`src/rtl/serial_channel_pkg.sv`:
```
// Constants, field groups and carrier types for the clock-synchronous serial channel.
// Assumes one system clock domain; link pins are sampled inside the channel itself.
package serial_channel_pkg;

  ////////////////////////////////////////////////////////////////////////////////
  // Character framing and bit positions.
  localparam int unsigned CHAR_BITS = 8;
  localparam logic [3:0] POS_FIRST = 4'h0;
  localparam logic [3:0] POS_LAST = 4'h7;
  localparam logic [3:0] POS_DONE = 4'h8;

  ////////////////////////////////////////////////////////////////////////////////
  // Reset and idle levels.
  localparam logic TXD_IDLE = 1'h1;
  localparam logic SCK_IDLE = 1'h1;
  localparam logic TX_EMPTY_RST = 1'h1;
  localparam logic TX_COMPLETE_RST = 1'h1;
  localparam logic FLAG_RST = 1'h0;
  localparam logic [7:0] CHAR_RST = 8'h00;

  ////////////////////////////////////////////////////////////////////////////////
  // Internal serial clock: system clock cycles per half period of the serial clock.
  localparam int unsigned SCK_HALF_DEFAULT = 4;

  typedef logic [CHAR_BITS-1:0] char_t;

  // Static configuration, written by software.
  typedef struct packed {
    logic tx_enable;
    logic rx_enable;
    logic clk_internal;
    logic tx_empty_irq_en;
    logic tx_complete_irq_en;
    logic rx_irq_en;
  } ctrl_t;

  // One-cycle strobes from the processor or a transfer engine.
  typedef struct packed {
    logic tx_wr;
    logic dma_tx_wr;
    char_t tx_data;
    logic tx_empty_clr;
    logic tx_complete_clr;
    logic rx_full_clr;
    logic dma_rx_rd;
    logic overrun_clr;
    logic framing_clr;
    logic parity_clr;
    logic framing_set;
    logic parity_set;
  } host_cmd_t;

  // Status seen by software.
  typedef struct packed {
    logic tx_empty_flag;
    logic tx_complete_flag;
    logic rx_full_flag;
    logic overrun_flag;
    logic framing_fault_flag;
    logic parity_fault_flag;
    char_t rx_holding_reg;
  } status_t;

  typedef struct packed {
    logic tx_empty_irq;
    logic tx_complete_irq;
    logic rx_full_irq;
    logic rx_fault_irq;
  } irq_t;

endpackage

```
`src/rtl/sync_serial_txrx.sv`:
```
// Clock-synchronous transmit and receive path of one serial channel.
// Assumes host strobes come from logic on clock; the serial clock and data-in pins
// are asynchronous and pass two flip-flops before use.
`timescale 1ns/100ps

module sync_serial_txrx
  import serial_channel_pkg::*;
#(
  parameter int unsigned SCK_HALF_CYCLES = SCK_HALF_DEFAULT
)
(
  // Clock and reset
  input wire logic clock,
  input wire logic sys_rst,
  // Software configuration and host strobes
  input wire ctrl_t ctrl,
  input wire host_cmd_t cmd,
  // Status and requests
  output status_t status,
  output irq_t irq,
  // Serial clock pin, three signals
  input wire logic sck_in,
  output logic sck_out,
  output logic sck_oe_n,
  // Serial data
  input wire logic rxd,
  output logic txd
);

  localparam int unsigned HALF_W = (SCK_HALF_CYCLES > 1) ? $clog2(SCK_HALF_CYCLES) : 1;
  localparam logic [HALF_W-1:0] HALF_LAST = HALF_W'(SCK_HALF_CYCLES - 1);

  logic sck_meta, sck_sync, sck_prev, rxd_meta, rxd_sync;
  logic [HALF_W-1:0] gen_cnt;
  logic gen_run;
  logic int_fall, int_rise, fall_ev, rise_ev;
  logic halt;
  logic tx_run_ok;
  logic rx_run;
  logic tx_active;
  logic [3:0] tx_pos;
  logic reload_due;
  char_t tx_holding_reg;
  char_t tx_shifter;
  logic tx_empty_flag;
  logic tx_complete_flag;
  logic tx_start, tx_fall, tx_end, tx_reload;
  logic [3:0] rx_pos;
  char_t rx_shifter;
  char_t next_rx_shifter;
  char_t rx_holding_reg;
  logic rx_full_flag;
  logic rx_done;
  logic rx_free;
  logic overrun_flag;
  logic framing_fault_flag;
  logic parity_fault_flag;

  ////////////////////////////////////////////////////////////////////////////////
  // Pin synchronisers and external edge detection.
  always_ff @(posedge clock)
  begin
    if (sys_rst)
    begin
      sck_meta <= SCK_IDLE;
      sck_sync <= SCK_IDLE;
      sck_prev <= SCK_IDLE;
      rxd_meta <= TXD_IDLE;
      rxd_sync <= TXD_IDLE;
    end
    else
    begin
      sck_meta <= sck_in;
      sck_sync <= sck_meta;
      sck_prev <= sck_sync;
      rxd_meta <= rxd;
      rxd_sync <= rxd_meta;
    end
  end

  ////////////////////////////////////////////////////////////////////////////////
  // Internal serial clock. Unless a fault stands, it runs while the transmitter has a frame or the receiver
  // is enabled, so the pin rests high between characters only when transmitting alone;
  // an enabled receiver alone keeps it running, which is why a single-character receive
  // wants the external clock.
  assign halt = overrun_flag | framing_fault_flag | parity_fault_flag;
  assign tx_run_ok = ctrl.tx_enable & ~halt;
  assign rx_run = ctrl.rx_enable & ~halt;
  assign gen_run = ctrl.clk_internal & ((tx_active & tx_run_ok) | rx_run);

  always_ff @(posedge clock)
  begin
    if (sys_rst || !gen_run)
    begin
      gen_cnt <= '0;
      sck_out <= SCK_IDLE;
    end
    else if (gen_cnt == HALF_LAST)
    begin
      gen_cnt <= '0;
      sck_out <= ~sck_out;
    end
    else
    begin
      gen_cnt <= gen_cnt + 1'h1;
    end
  end

  assign int_fall = gen_run & (gen_cnt == HALF_LAST) & sck_out;
  assign int_rise = gen_run & (gen_cnt == HALF_LAST) & ~sck_out;
  assign sck_oe_n = ~ctrl.clk_internal;
  assign fall_ev = ctrl.clk_internal ? int_fall : (sck_prev & ~sck_sync);
  assign rise_ev = ctrl.clk_internal ? int_rise : (~sck_prev & sck_sync);

  ////////////////////////////////////////////////////////////////////////////////
  // Transmitter.
  assign tx_start = tx_run_ok & ~tx_active & ~tx_empty_flag;
  assign tx_fall = tx_run_ok & tx_active & fall_ev & (tx_pos != POS_DONE);
  assign tx_end = tx_run_ok & tx_active & rise_ev & (tx_pos == POS_DONE);
  assign tx_reload = tx_end & reload_due;

  always_ff @(posedge clock)
  begin
    if (sys_rst || !ctrl.tx_enable)
    begin
      tx_active <= 1'h0;
      tx_pos <= POS_FIRST;
      reload_due <= 1'h0;
      tx_shifter <= CHAR_RST;
    end
    else if (tx_start || tx_reload)
    begin
      tx_active <= 1'h1;
      tx_pos <= POS_FIRST;
      reload_due <= 1'h0;
      tx_shifter <= tx_holding_reg;
    end
    else if (tx_end)
    begin
      tx_active <= 1'h0;
    end
    else if (tx_fall)
    begin
      tx_pos <= tx_pos + 4'h1;
      if (tx_pos == POS_LAST)
      begin
        reload_due <= ~tx_empty_flag;
      end
    end
  end

  // The output keeps the last bit's level once the frame ends.
  always_ff @(posedge clock)
  begin
    if (sys_rst)
    begin
      txd <= TXD_IDLE;
    end
    else if (tx_fall)
    begin
      txd <= tx_shifter[tx_pos[2:0]];
    end
  end

  always_ff @(posedge clock)
  begin
    if (sys_rst)
    begin
      tx_holding_reg <= CHAR_RST;
    end
    else if (cmd.tx_wr || cmd.dma_tx_wr)
    begin
      tx_holding_reg <= cmd.tx_data;
    end
  end

  // A load in the same cycle as a clear wins, so no character is sent twice.
  always_ff @(posedge clock)
  begin
    if (sys_rst || !ctrl.tx_enable)
    begin
      tx_empty_flag <= TX_EMPTY_RST;
    end
    else if (tx_start || tx_reload)
    begin
      tx_empty_flag <= 1'h1;
    end
    else if (cmd.tx_empty_clr || cmd.dma_tx_wr)
    begin
      tx_empty_flag <= 1'h0;
    end
  end

  always_ff @(posedge clock)
  begin
    if (sys_rst)
    begin
      tx_complete_flag <= TX_COMPLETE_RST;
    end
    else if (tx_fall && tx_pos == POS_LAST && tx_empty_flag)
    begin
      tx_complete_flag <= 1'h1;
    end
    else if (tx_start || cmd.tx_complete_clr)
    begin
      tx_complete_flag <= 1'h0;
    end
  end

  ////////////////////////////////////////////////////////////////////////////////
  // Receiver.
  assign next_rx_shifter = {rxd_sync, rx_shifter[CHAR_BITS-1:1]};
  assign rx_done = rx_run & rise_ev & (rx_pos == POS_LAST);
  assign rx_free = ~rx_full_flag | cmd.rx_full_clr | cmd.dma_rx_rd;

  // Disabling keeps the shifter, the holding register and every flag.
  always_ff @(posedge clock)
  begin
    if (sys_rst)
    begin
      rx_pos <= POS_FIRST;
      rx_shifter <= CHAR_RST;
    end
    else if (!ctrl.rx_enable)
    begin
      rx_pos <= POS_FIRST;
    end
    else if (rx_run && rise_ev)
    begin
      rx_shifter <= next_rx_shifter;
      rx_pos <= rx_done ? POS_FIRST : rx_pos + 4'h1;
    end
  end

  always_ff @(posedge clock)
  begin
    if (sys_rst)
    begin
      rx_holding_reg <= CHAR_RST;
    end
    else if (rx_done && rx_free)
    begin
      rx_holding_reg <= next_rx_shifter;
    end
  end

  // Faults stop rx_run, so a character can never complete while one stands.
  always_ff @(posedge clock)
  begin
    if (sys_rst)
    begin
      rx_full_flag <= FLAG_RST;
    end
    else if (rx_done && rx_free)
    begin
      rx_full_flag <= 1'h1;
    end
    else if (cmd.rx_full_clr || cmd.dma_rx_rd)
    begin
      rx_full_flag <= 1'h0;
    end
  end

  always_ff @(posedge clock)
  begin
    if (sys_rst)
    begin
      overrun_flag <= FLAG_RST;
    end
    else if (rx_done && !rx_free)
    begin
      overrun_flag <= 1'h1;
    end
    else if (cmd.overrun_clr)
    begin
      overrun_flag <= 1'h0;
    end
  end

  // Framing and parity faults are carried over from the asynchronous formats.
  always_ff @(posedge clock)
  begin
    if (sys_rst)
    begin
      framing_fault_flag <= FLAG_RST;
      parity_fault_flag <= FLAG_RST;
    end
    else
    begin
      framing_fault_flag <= cmd.framing_set | (framing_fault_flag & ~cmd.framing_clr);
      parity_fault_flag <= cmd.parity_set | (parity_fault_flag & ~cmd.parity_clr);
    end
  end

  ////////////////////////////////////////////////////////////////////////////////
  // Status and requests.
  assign status = '{
    tx_empty_flag: tx_empty_flag,
    tx_complete_flag: tx_complete_flag,
    rx_full_flag: rx_full_flag,
    overrun_flag: overrun_flag,
    framing_fault_flag: framing_fault_flag,
    parity_fault_flag: parity_fault_flag,
    rx_holding_reg: rx_holding_reg
  };

  assign irq.tx_empty_irq = tx_empty_flag & ctrl.tx_empty_irq_en;
  assign irq.tx_complete_irq = tx_complete_flag & ctrl.tx_complete_irq_en;
  assign irq.rx_full_irq = rx_full_flag & ctrl.rx_irq_en;
  assign irq.rx_fault_irq = halt & ctrl.rx_irq_en;
endmodule

```
`config.mk`:
```
export PLATFORM = sky130hd
export DESIGN_NAME = sync_serial_txrx
export DESIGN_NICKNAME = d
export VERILOG_FILES = /design/src/rtl/serial_channel_pkg.sv /design/src/rtl/sync_serial_txrx.sv
export SDC_FILE = /design/constraint.sdc
export NUM_CORES = 1
export LEC_CHECK = 0
export BUFFER_PORTS_ARGS = -buffer_cell sky130_fd_sc_hd__buf_2
export CAP_MARGIN = 20
export CORE_UTILIZATION = 54
export CTS_CLUSTER_SIZE = 14
export DETAILED_ROUTE_END_ITERATION = 8
export PLACE_DENSITY = 0.79
export SYNTH_ARGS = -nofsm -noshare
export SYNTH_HDL_FRONTEND = slang
export SYNTH_SLANG_ARGS = --single-unit
export TNS_END_PERCENT = 50
```
`constraint.sdc`:
```
create_clock -name clock -period 2.1 [get_ports clock]
set_clock_uncertainty 0.1 [all_clocks]
set_input_delay 0.21 -clock clock [delete_from_list [all_inputs] [get_ports clock]]
set_output_delay 0.21 -clock clock [all_outputs]
set_load 0.05 [all_outputs]
```
==> summary.md, run 1 <==
| Metric | Value |
|---|---|
| Simple-gate area share of the yosys netlist | 0.214 |
| Layout cell share with drive strength beyond 1 | 0.236 |
| Gr busiest metal | met2 |
| Post-Synth XOR/XNOR Area | 0.0146 |
| Crit path cell chain | or4b_4, a2111o_1, a211o_1 |
| CTS tree | built |
| Final WL | 4720 um |
| Fmax | 518 MHz |
| ANT cells | 0 |
| RSZ-0062 raised after global routing | false |
| Postcts setup bufs | 0 |
| Mux cell area share after synthesis | 0.0730 |
| Pwr per Cell Area | 695 nW/um^2 |
| Area growth syn-to-layout | 16.2% |
| Reg-to-Reg Start | overrun_flag$_SDFFE_PP0P_ |
| Max Slew Vio Count | 0 |
| Synthesized area | 2400 sq um |
| Register area | 1120 sq um |
| Hpwl dp | 3490 um |
| PortBufs | 49 |
| Cell taking the most area after synthesis | dfxtp_1 |
| Routed wire per std cell | 12.8 um |
| Final setup viols | 0 |
| Pre-Repair DR Iteration Count | 4 |
| Post-synthesis cell count | 271 |
| Critical path data required time | 2.19 ns |
| Worst path max stage delay | 0.59 ns |
| CTS buffer count | 5 |
| Max transition margin | 0.356 |
| Largest net degree at the start of global routing | 21 |
| Util after Layout | 0.673 |
| Startpoint Class | flop |
| Die width | 68.7 um |
| Setup CP Type | reg -> reg |
| Synth area leaders | dfxtp_1 47%, nand2_1 6.9%, a21oi_1 6.5%, mux2i_1 5.4%, o21ai_0 4.0% |
| First-pass GRT wire length | 7680 um |
| Crit. End Element | flop |
| Grt met3 use | 0.0543 |
| Clk sinks | 56 |
| Reg-to-reg endpoint | txd$_SDFFE_PP1P_ |
| Setup TNS | 0 ns |
| Setup crit end | txd$_SDFFE_PP1P_ |
| DP Area | 2660 sq um |
| I/O pin cnt | 50 |
| R2R depth | 3 |
| Total Power | 1.94 mW |
| Met2 Track Usage GR | 0.377 |
| Slowest CP cell | or4b_4 |
| Crit path max fanout | 5 |
| Yosys reg bits | 56 |
| Rows | 23 |
| Post-Layout Cell Count | 368 |
| Die Y | 68.7 um |
| Status | complete, no violations |
| Max-cap violation count | 0 |
| Final Hold Slack | 0.00433 ns |
| Remaining DRCs | 0 |
| Antenna violations before repair | 0 |
| Hold-fix buffers, CTS | 2 |
| Largest family of logic cells by synthesized area | simple AND/OR/NAND/NOR gates |
| Post-CTS Resized | 0 |
| Synth Net Count | 304 |
| Leak Pwr | 1.10 nW |
| Final worst-path cycle share | 0.920 |
| Worst EP arrival | 2.02 ns |
| Routed vias | 1985 |
| Finished Cell Area | 2790 sq um |
| Yosys top cell area share | 0.467 |
| GRT Util Overall | 0.223 |
| CTS H-tree lvls | 2 |
| Inst Count DP | 358 |
| Warnings, synthesis | 0 |
| Synth Area in Compound Gates | 0.157 |
| CTS Root Cell | clkbuf_8 |
| Reg clk slew, reported paths | 0.10 ns |
| Routed Antenna Nets | 0 |
| Fill cell count | 362 |
| Worst setup path start | overrun_flag$_SDFFE_PP0P_ |
| Number of library cell types mapped by synthesis | 41 |
| Setup WS pre-CTS | 0.197 ns |
| GPL Wtd Cong | 0.836 |
| Seq/Total Area, Yosys | 0.467 |
| Via-to-Cell Ratio | 5.39 |
| Maximum clock path buffer count | 2 |
| Min cycle time layout | 1.93 ns |
| R2r setup slk | 0.17 ns |
| Core Box Area | 4140 sq um |
| Nets | 350 |
| Die ar. | 4720 sq um |
| Final hold vios | 0 |
| Adder-cell share of the synthesized area | 0.0208 |
| Max IR drop VDD | 0.457 mV |
| Worst-margin pin slew | 0.964 ns |
| Final WS setup | 0.168 ns |
| Commonest non-fill, non-tap cell in the layout | dfxtp_1 |
| Initial core utilization | 0.579 |
| Vias in the first global route | 1799 |
| Worst-Skew Late Latency | 0.30 ns |
| DRT iter0 DRCs | 88 |
| Total global routing overflow | 0 |
| Worst min path class | in -> reg |
| Area of the multi-input gates | 1150 sq um |
| Grt met1 use | 0.273 |
| Most frequent cells in the layout | 56 x dfxtp_1, 49 x buf_2, 44 x nand2_1 |
| Mean Syn Cell Area | 8.86 sq um |
logic make-up after synthesis:
logic type / after synthesis
AOI/OAI and AO/OA: 64
xor gates and xnor gates: 4
muxes: 15
buffers and inverters: 27
adders and majority gates: 4
and+or+nand+nor: 101
DFF: 56
cell usage after synthesis, drive strengths merged:
master	count
o21bai	1
ha	4
inv	9
a211o	2
a2111oi	1
nor2b	2
a21oi	31
a32oi	1
nor3	7
xor2	2
o211a	1
nor4b	1
o211ai	1
or4b	2
a31oi	2
mux2i	13
or2	5
a211oi	1
nand2b	4
or4	1
a2111o	2
and2	5
nand3	12
buf	9
mux4	2
nand2	44
o2111ai	2
nor3b	3
and3b	3
dfxtp	56
clkbuf	9
nor2	10
or3b	2
xnor2	2
o21ai	19
final cells by class:
| class | count | area share |
|---|---|---|
| multi-input cells | 188 | 0.413 |
| flip-flops and latches | 56 | 0.402 |
| repair buffers | 57 | 0.111 |
| clock buffers | 5 | 0.0247 |
| well taps | 50 | 0.0224 |
| clock inverters | 3 | 0.0152 |
| inverters | 9 | 0.0121 |
worst min path at each step:
stage,start,endpoint,depth (start not counted)
after floorplan,rxd,rxd_meta$_SDFF_PP1_,1
after global placement,rxd_meta$_SDFF_PP1_,rxd_sync$_SDFF_PP1_,1
after detailed placement,rxd_meta$_SDFF_PP1_,rxd_sync$_SDFF_PP1_,1
after CTS,cmd[1],framing_fault_flag$_SDFF_PP0_,3
after global routing,cmd[1],framing_fault_flag$_SDFF_PP0_,3
final,cmd[1],framing_fault_flag$_SDFF_PP0_,3
layer usage:
metal	routed length, um	vias to the layer above
met5	0	-
met4	86	0
met3	237	8
met2	2200	58
met1	2200	893
li1	-	1026
worst max-delay path, delay by kind of cell, from the launching register on:
kind	cells	cell delay (ns)
and+or+nand+nor	1	0.59
AOI/OAI and AO/OA	2	0.78
DFF	1	0.36
power by group:
group | leakage, nW | switching [mW] | internal (mW) | total [mW]
clock network | 0.0541 | 0.333 | 0.353 | 0.686
logic | 0.589 | 0.101 | 0.0575 | 0.159
registers | 0.455 | 0.0134 | 1.08 | 1.10
Note: power is estimated with default switching activity, not from simulation.
==> run 2, diff against run 1 <==
--- a/config.mk
+++ b/config.mk
@@ -7,10 +7,12 @@
 export LEC_CHECK = 0
 export BUFFER_PORTS_ARGS = -buffer_cell sky130_fd_sc_hd__buf_2
 export CAP_MARGIN = 20
+export CORE_MARGIN = 10
 export CORE_UTILIZATION = 54
 export CTS_CLUSTER_SIZE = 14
 export DETAILED_ROUTE_END_ITERATION = 8
 export PLACE_DENSITY = 0.79
+export SETUP_SLACK_MARGIN = 0.4
 export SYNTH_ARGS = -nofsm -noshare
 export SYNTH_HDL_FRONTEND = slang
 export SYNTH_SLANG_ARGS = --single-unit
==> run 2 against run 1 <==
Register-to-register slack improved by 0.09 ns. Critical path depth grew 1. Sequential share of layout area shrank 1.8 points. Largest power group unchanged.
==> summary.md, run 2 (synthesized netlist as in run 1, its figures left out) <==
| Metric | Value |
|---|---|
| Status | complete, no violations |
| Pre-Repair DR Iteration Count | 4 |
| Worst min path class | in -> reg |
| Fill cell count | 349 |
| Routed vias | 2076 |
| Final hold vios | 0 |
| Util after Layout | 0.686 |
| ANT cells | 0 |
| Final WL | 5830 um |
| R2R depth | 4 |
| Maximum clock path buffer count | 2 |
| Largest net degree at the start of global routing | 28 |
| Worst-Skew Late Latency | 0.31 ns |
| Setup CP Type | reg -> reg |
| Total Power | 1.97 mW |
| CTS Root Cell | clkbuf_8 |
| Reg clk slew, reported paths | 0.10 ns |
| Die width | 86.7 um |
| Layout cell share with drive strength beyond 1 | 0.309 |
| Clk sinks | 56 |
| Total global routing overflow | 0 |
| First-pass GRT wire length | 9260 um |
| Max Slew Vio Count | 0 |
| Pwr per Cell Area | 665 nW/um^2 |
| Routed wire per std cell | 15.4 um |
| Routed Antenna Nets | 0 |
| Worst EP arrival | 1.98 ns |
| Crit path max fanout | 5 |
| Die Y | 86.7 um |
| Startpoint Class | flop |
| Crit. End Element | flop |
| Final setup viols | 0 |
| Initial core utilization | 0.555 |
| CTS tree | built |
| Hpwl dp | 3980 um |
| Final worst-path cycle share | 0.876 |
| Remaining DRCs | 0 |
| Critical path data required time | 2.24 ns |
| Nets | 359 |
| Commonest non-fill, non-tap cell in the layout | buf_2 |
| DRT iter0 DRCs | 141 |
| Leak Pwr | 1.16 nW |
| GRT Util Overall | 0.149 |
| Rows | 24 |
| Die ar. | 7510 sq um |
| Hold EP | framing_fault_flag$_SDFF_PP0_ |
| I/O pin cnt | 50 |
| Min-delay src | cmd[1] |
| Reg-to-reg endpoint | rx_pos[3]$_SDFFE_PP0P_ |
| PortBufs | 49 |
| R2r setup slk | 0.26 ns |
| Fmax | 544 MHz |
| Most frequent cells in the layout | 49 x buf_2, 48 x dfxtp_1, 43 x nand2_1 |
| Area growth syn-to-layout | 23.5% |
| Reg-to-Reg Start | sck_sync$_SDFF_PP1_ |
| Min cycle time layout | 1.84 ns |
| GPL Wtd Cong | 0.795 |
| CTS buffer count | 5 |
| Antenna violations before repair | 0 |
| Setup TNS | 0 ns |
| Max-cap violation count | 0 |
| CTS H-tree lvls | 2 |
| Via-to-Cell Ratio | 5.48 |
| Core Box Area | 4320 sq um |
| Max IR drop VDD | 0.494 mV |
| Max transition margin | 0.360 |
| RSZ-0062 raised after global routing | true |
| Hold Path Depth | 3 |
| Worst-margin pin slew | 0.957 ns |
| Vias in the first global route | 1997 |
==> run 2: metal layers <==
metal | global-route usage | share of wire | up-vias
li1 | - | - | 1046
met1 | 0.179 | 0.42 | 971
met2 | 0.247 | 0.51 | 54
met3 | 0.0516 | 0.065 | 5
met4 | 0.0383 | 0.0065 | 0
met5 | 0 | 0 | -
==> run 2: repair_timing <==
| item | 4_1_cts | 5_1_grt |
|---|---|---|
| hold buffers | 2 | 0 |
| gates resized for setup | 8 | 9 |
| gates cloned | 1 | 0 |
| endpoints found under the setup margin | 11 | 39 |
| pin swaps | 5 | 1 |
| hold endpoints to repair | 2 | 0 |
| setup buffers | 6 | 3 |
==> run 2: final cells by class <==
cell class / count / area (sq um) / area share
multi-input cells: 188 / 1200 / 0.404
flip-flops and latches: 56 / 1140 / 0.384
repair buffers: 66 / 419 / 0.141
clock buffers: 5 / 68.8 / 0.0232
well taps: 52 / 65.1 / 0.0219
clock inverters: 3 / 41.3 / 0.0139
inverters: 9 / 33.8 / 0.0114
==> run 2: worst max-delay path: stages (launching register included) <==
cell      delay [ns]
dfxtp_1         0.37
nor3b_2         0.44
o211ai_1        0.22
or4_1           0.49
a21oi_1         0.15
==> run 2: report_power, final <==
group,internal [mW],switching [mW]
clock,0.354,0.346
combinational,0.0690,0.109
sequential,1.08,0.0138
total,1.50,0.469
==> run 2: worst max path at each step <==
| stage | from | endpoint | slack (ns) | depth (start not counted) |
|---|---|---|---|---|
| CTS | parity_fault_flag$_SDFF_PP0_ | tx_pos[1]$_SDFFE_PP0P_ | 0.30 | 4 |
| detailed placement | tx_pos[1]$_SDFFE_PP0P_ | tx_pos[1]$_SDFFE_PP0P_ | 0.28 | 6 |
| finish | sck_sync$_SDFF_PP1_ | rx_pos[3]$_SDFFE_PP0P_ | 0.26 | 4 |
| global placement | ctrl[3] | txd$_SDFFE_PP1P_ | 0.32 | 4 |
| floorplan | parity_fault_flag$_SDFF_PP0_ | txd$_SDFFE_PP1P_ | 0.38 | 3 |
| global route | parity_fault_flag$_SDFF_PP0_ | tx_pos[2]$_SDFFE_PP0P_ | 0.20 | 4 |
==> run 2: stage by stage <==
| step | setup WS (ns) | instances | area (sq um) | hold WS, ns |
|---|---|---|---|---|
| after CTS | 0.299 | 376 | 2910 | 0.0258 |
| after floorplan | 0.381 | 271 | 2420 | 0.214 |
| after detailed placement | 0.280 | 359 | 2680 | 0.295 |
| after global routing | 0.200 | 379 | 2970 | 0.0496 |
| after global placement | 0.324 | 359 | 2680 | 0.293 |
| final | 0.261 | 379 | 2970 | 0.0403 |
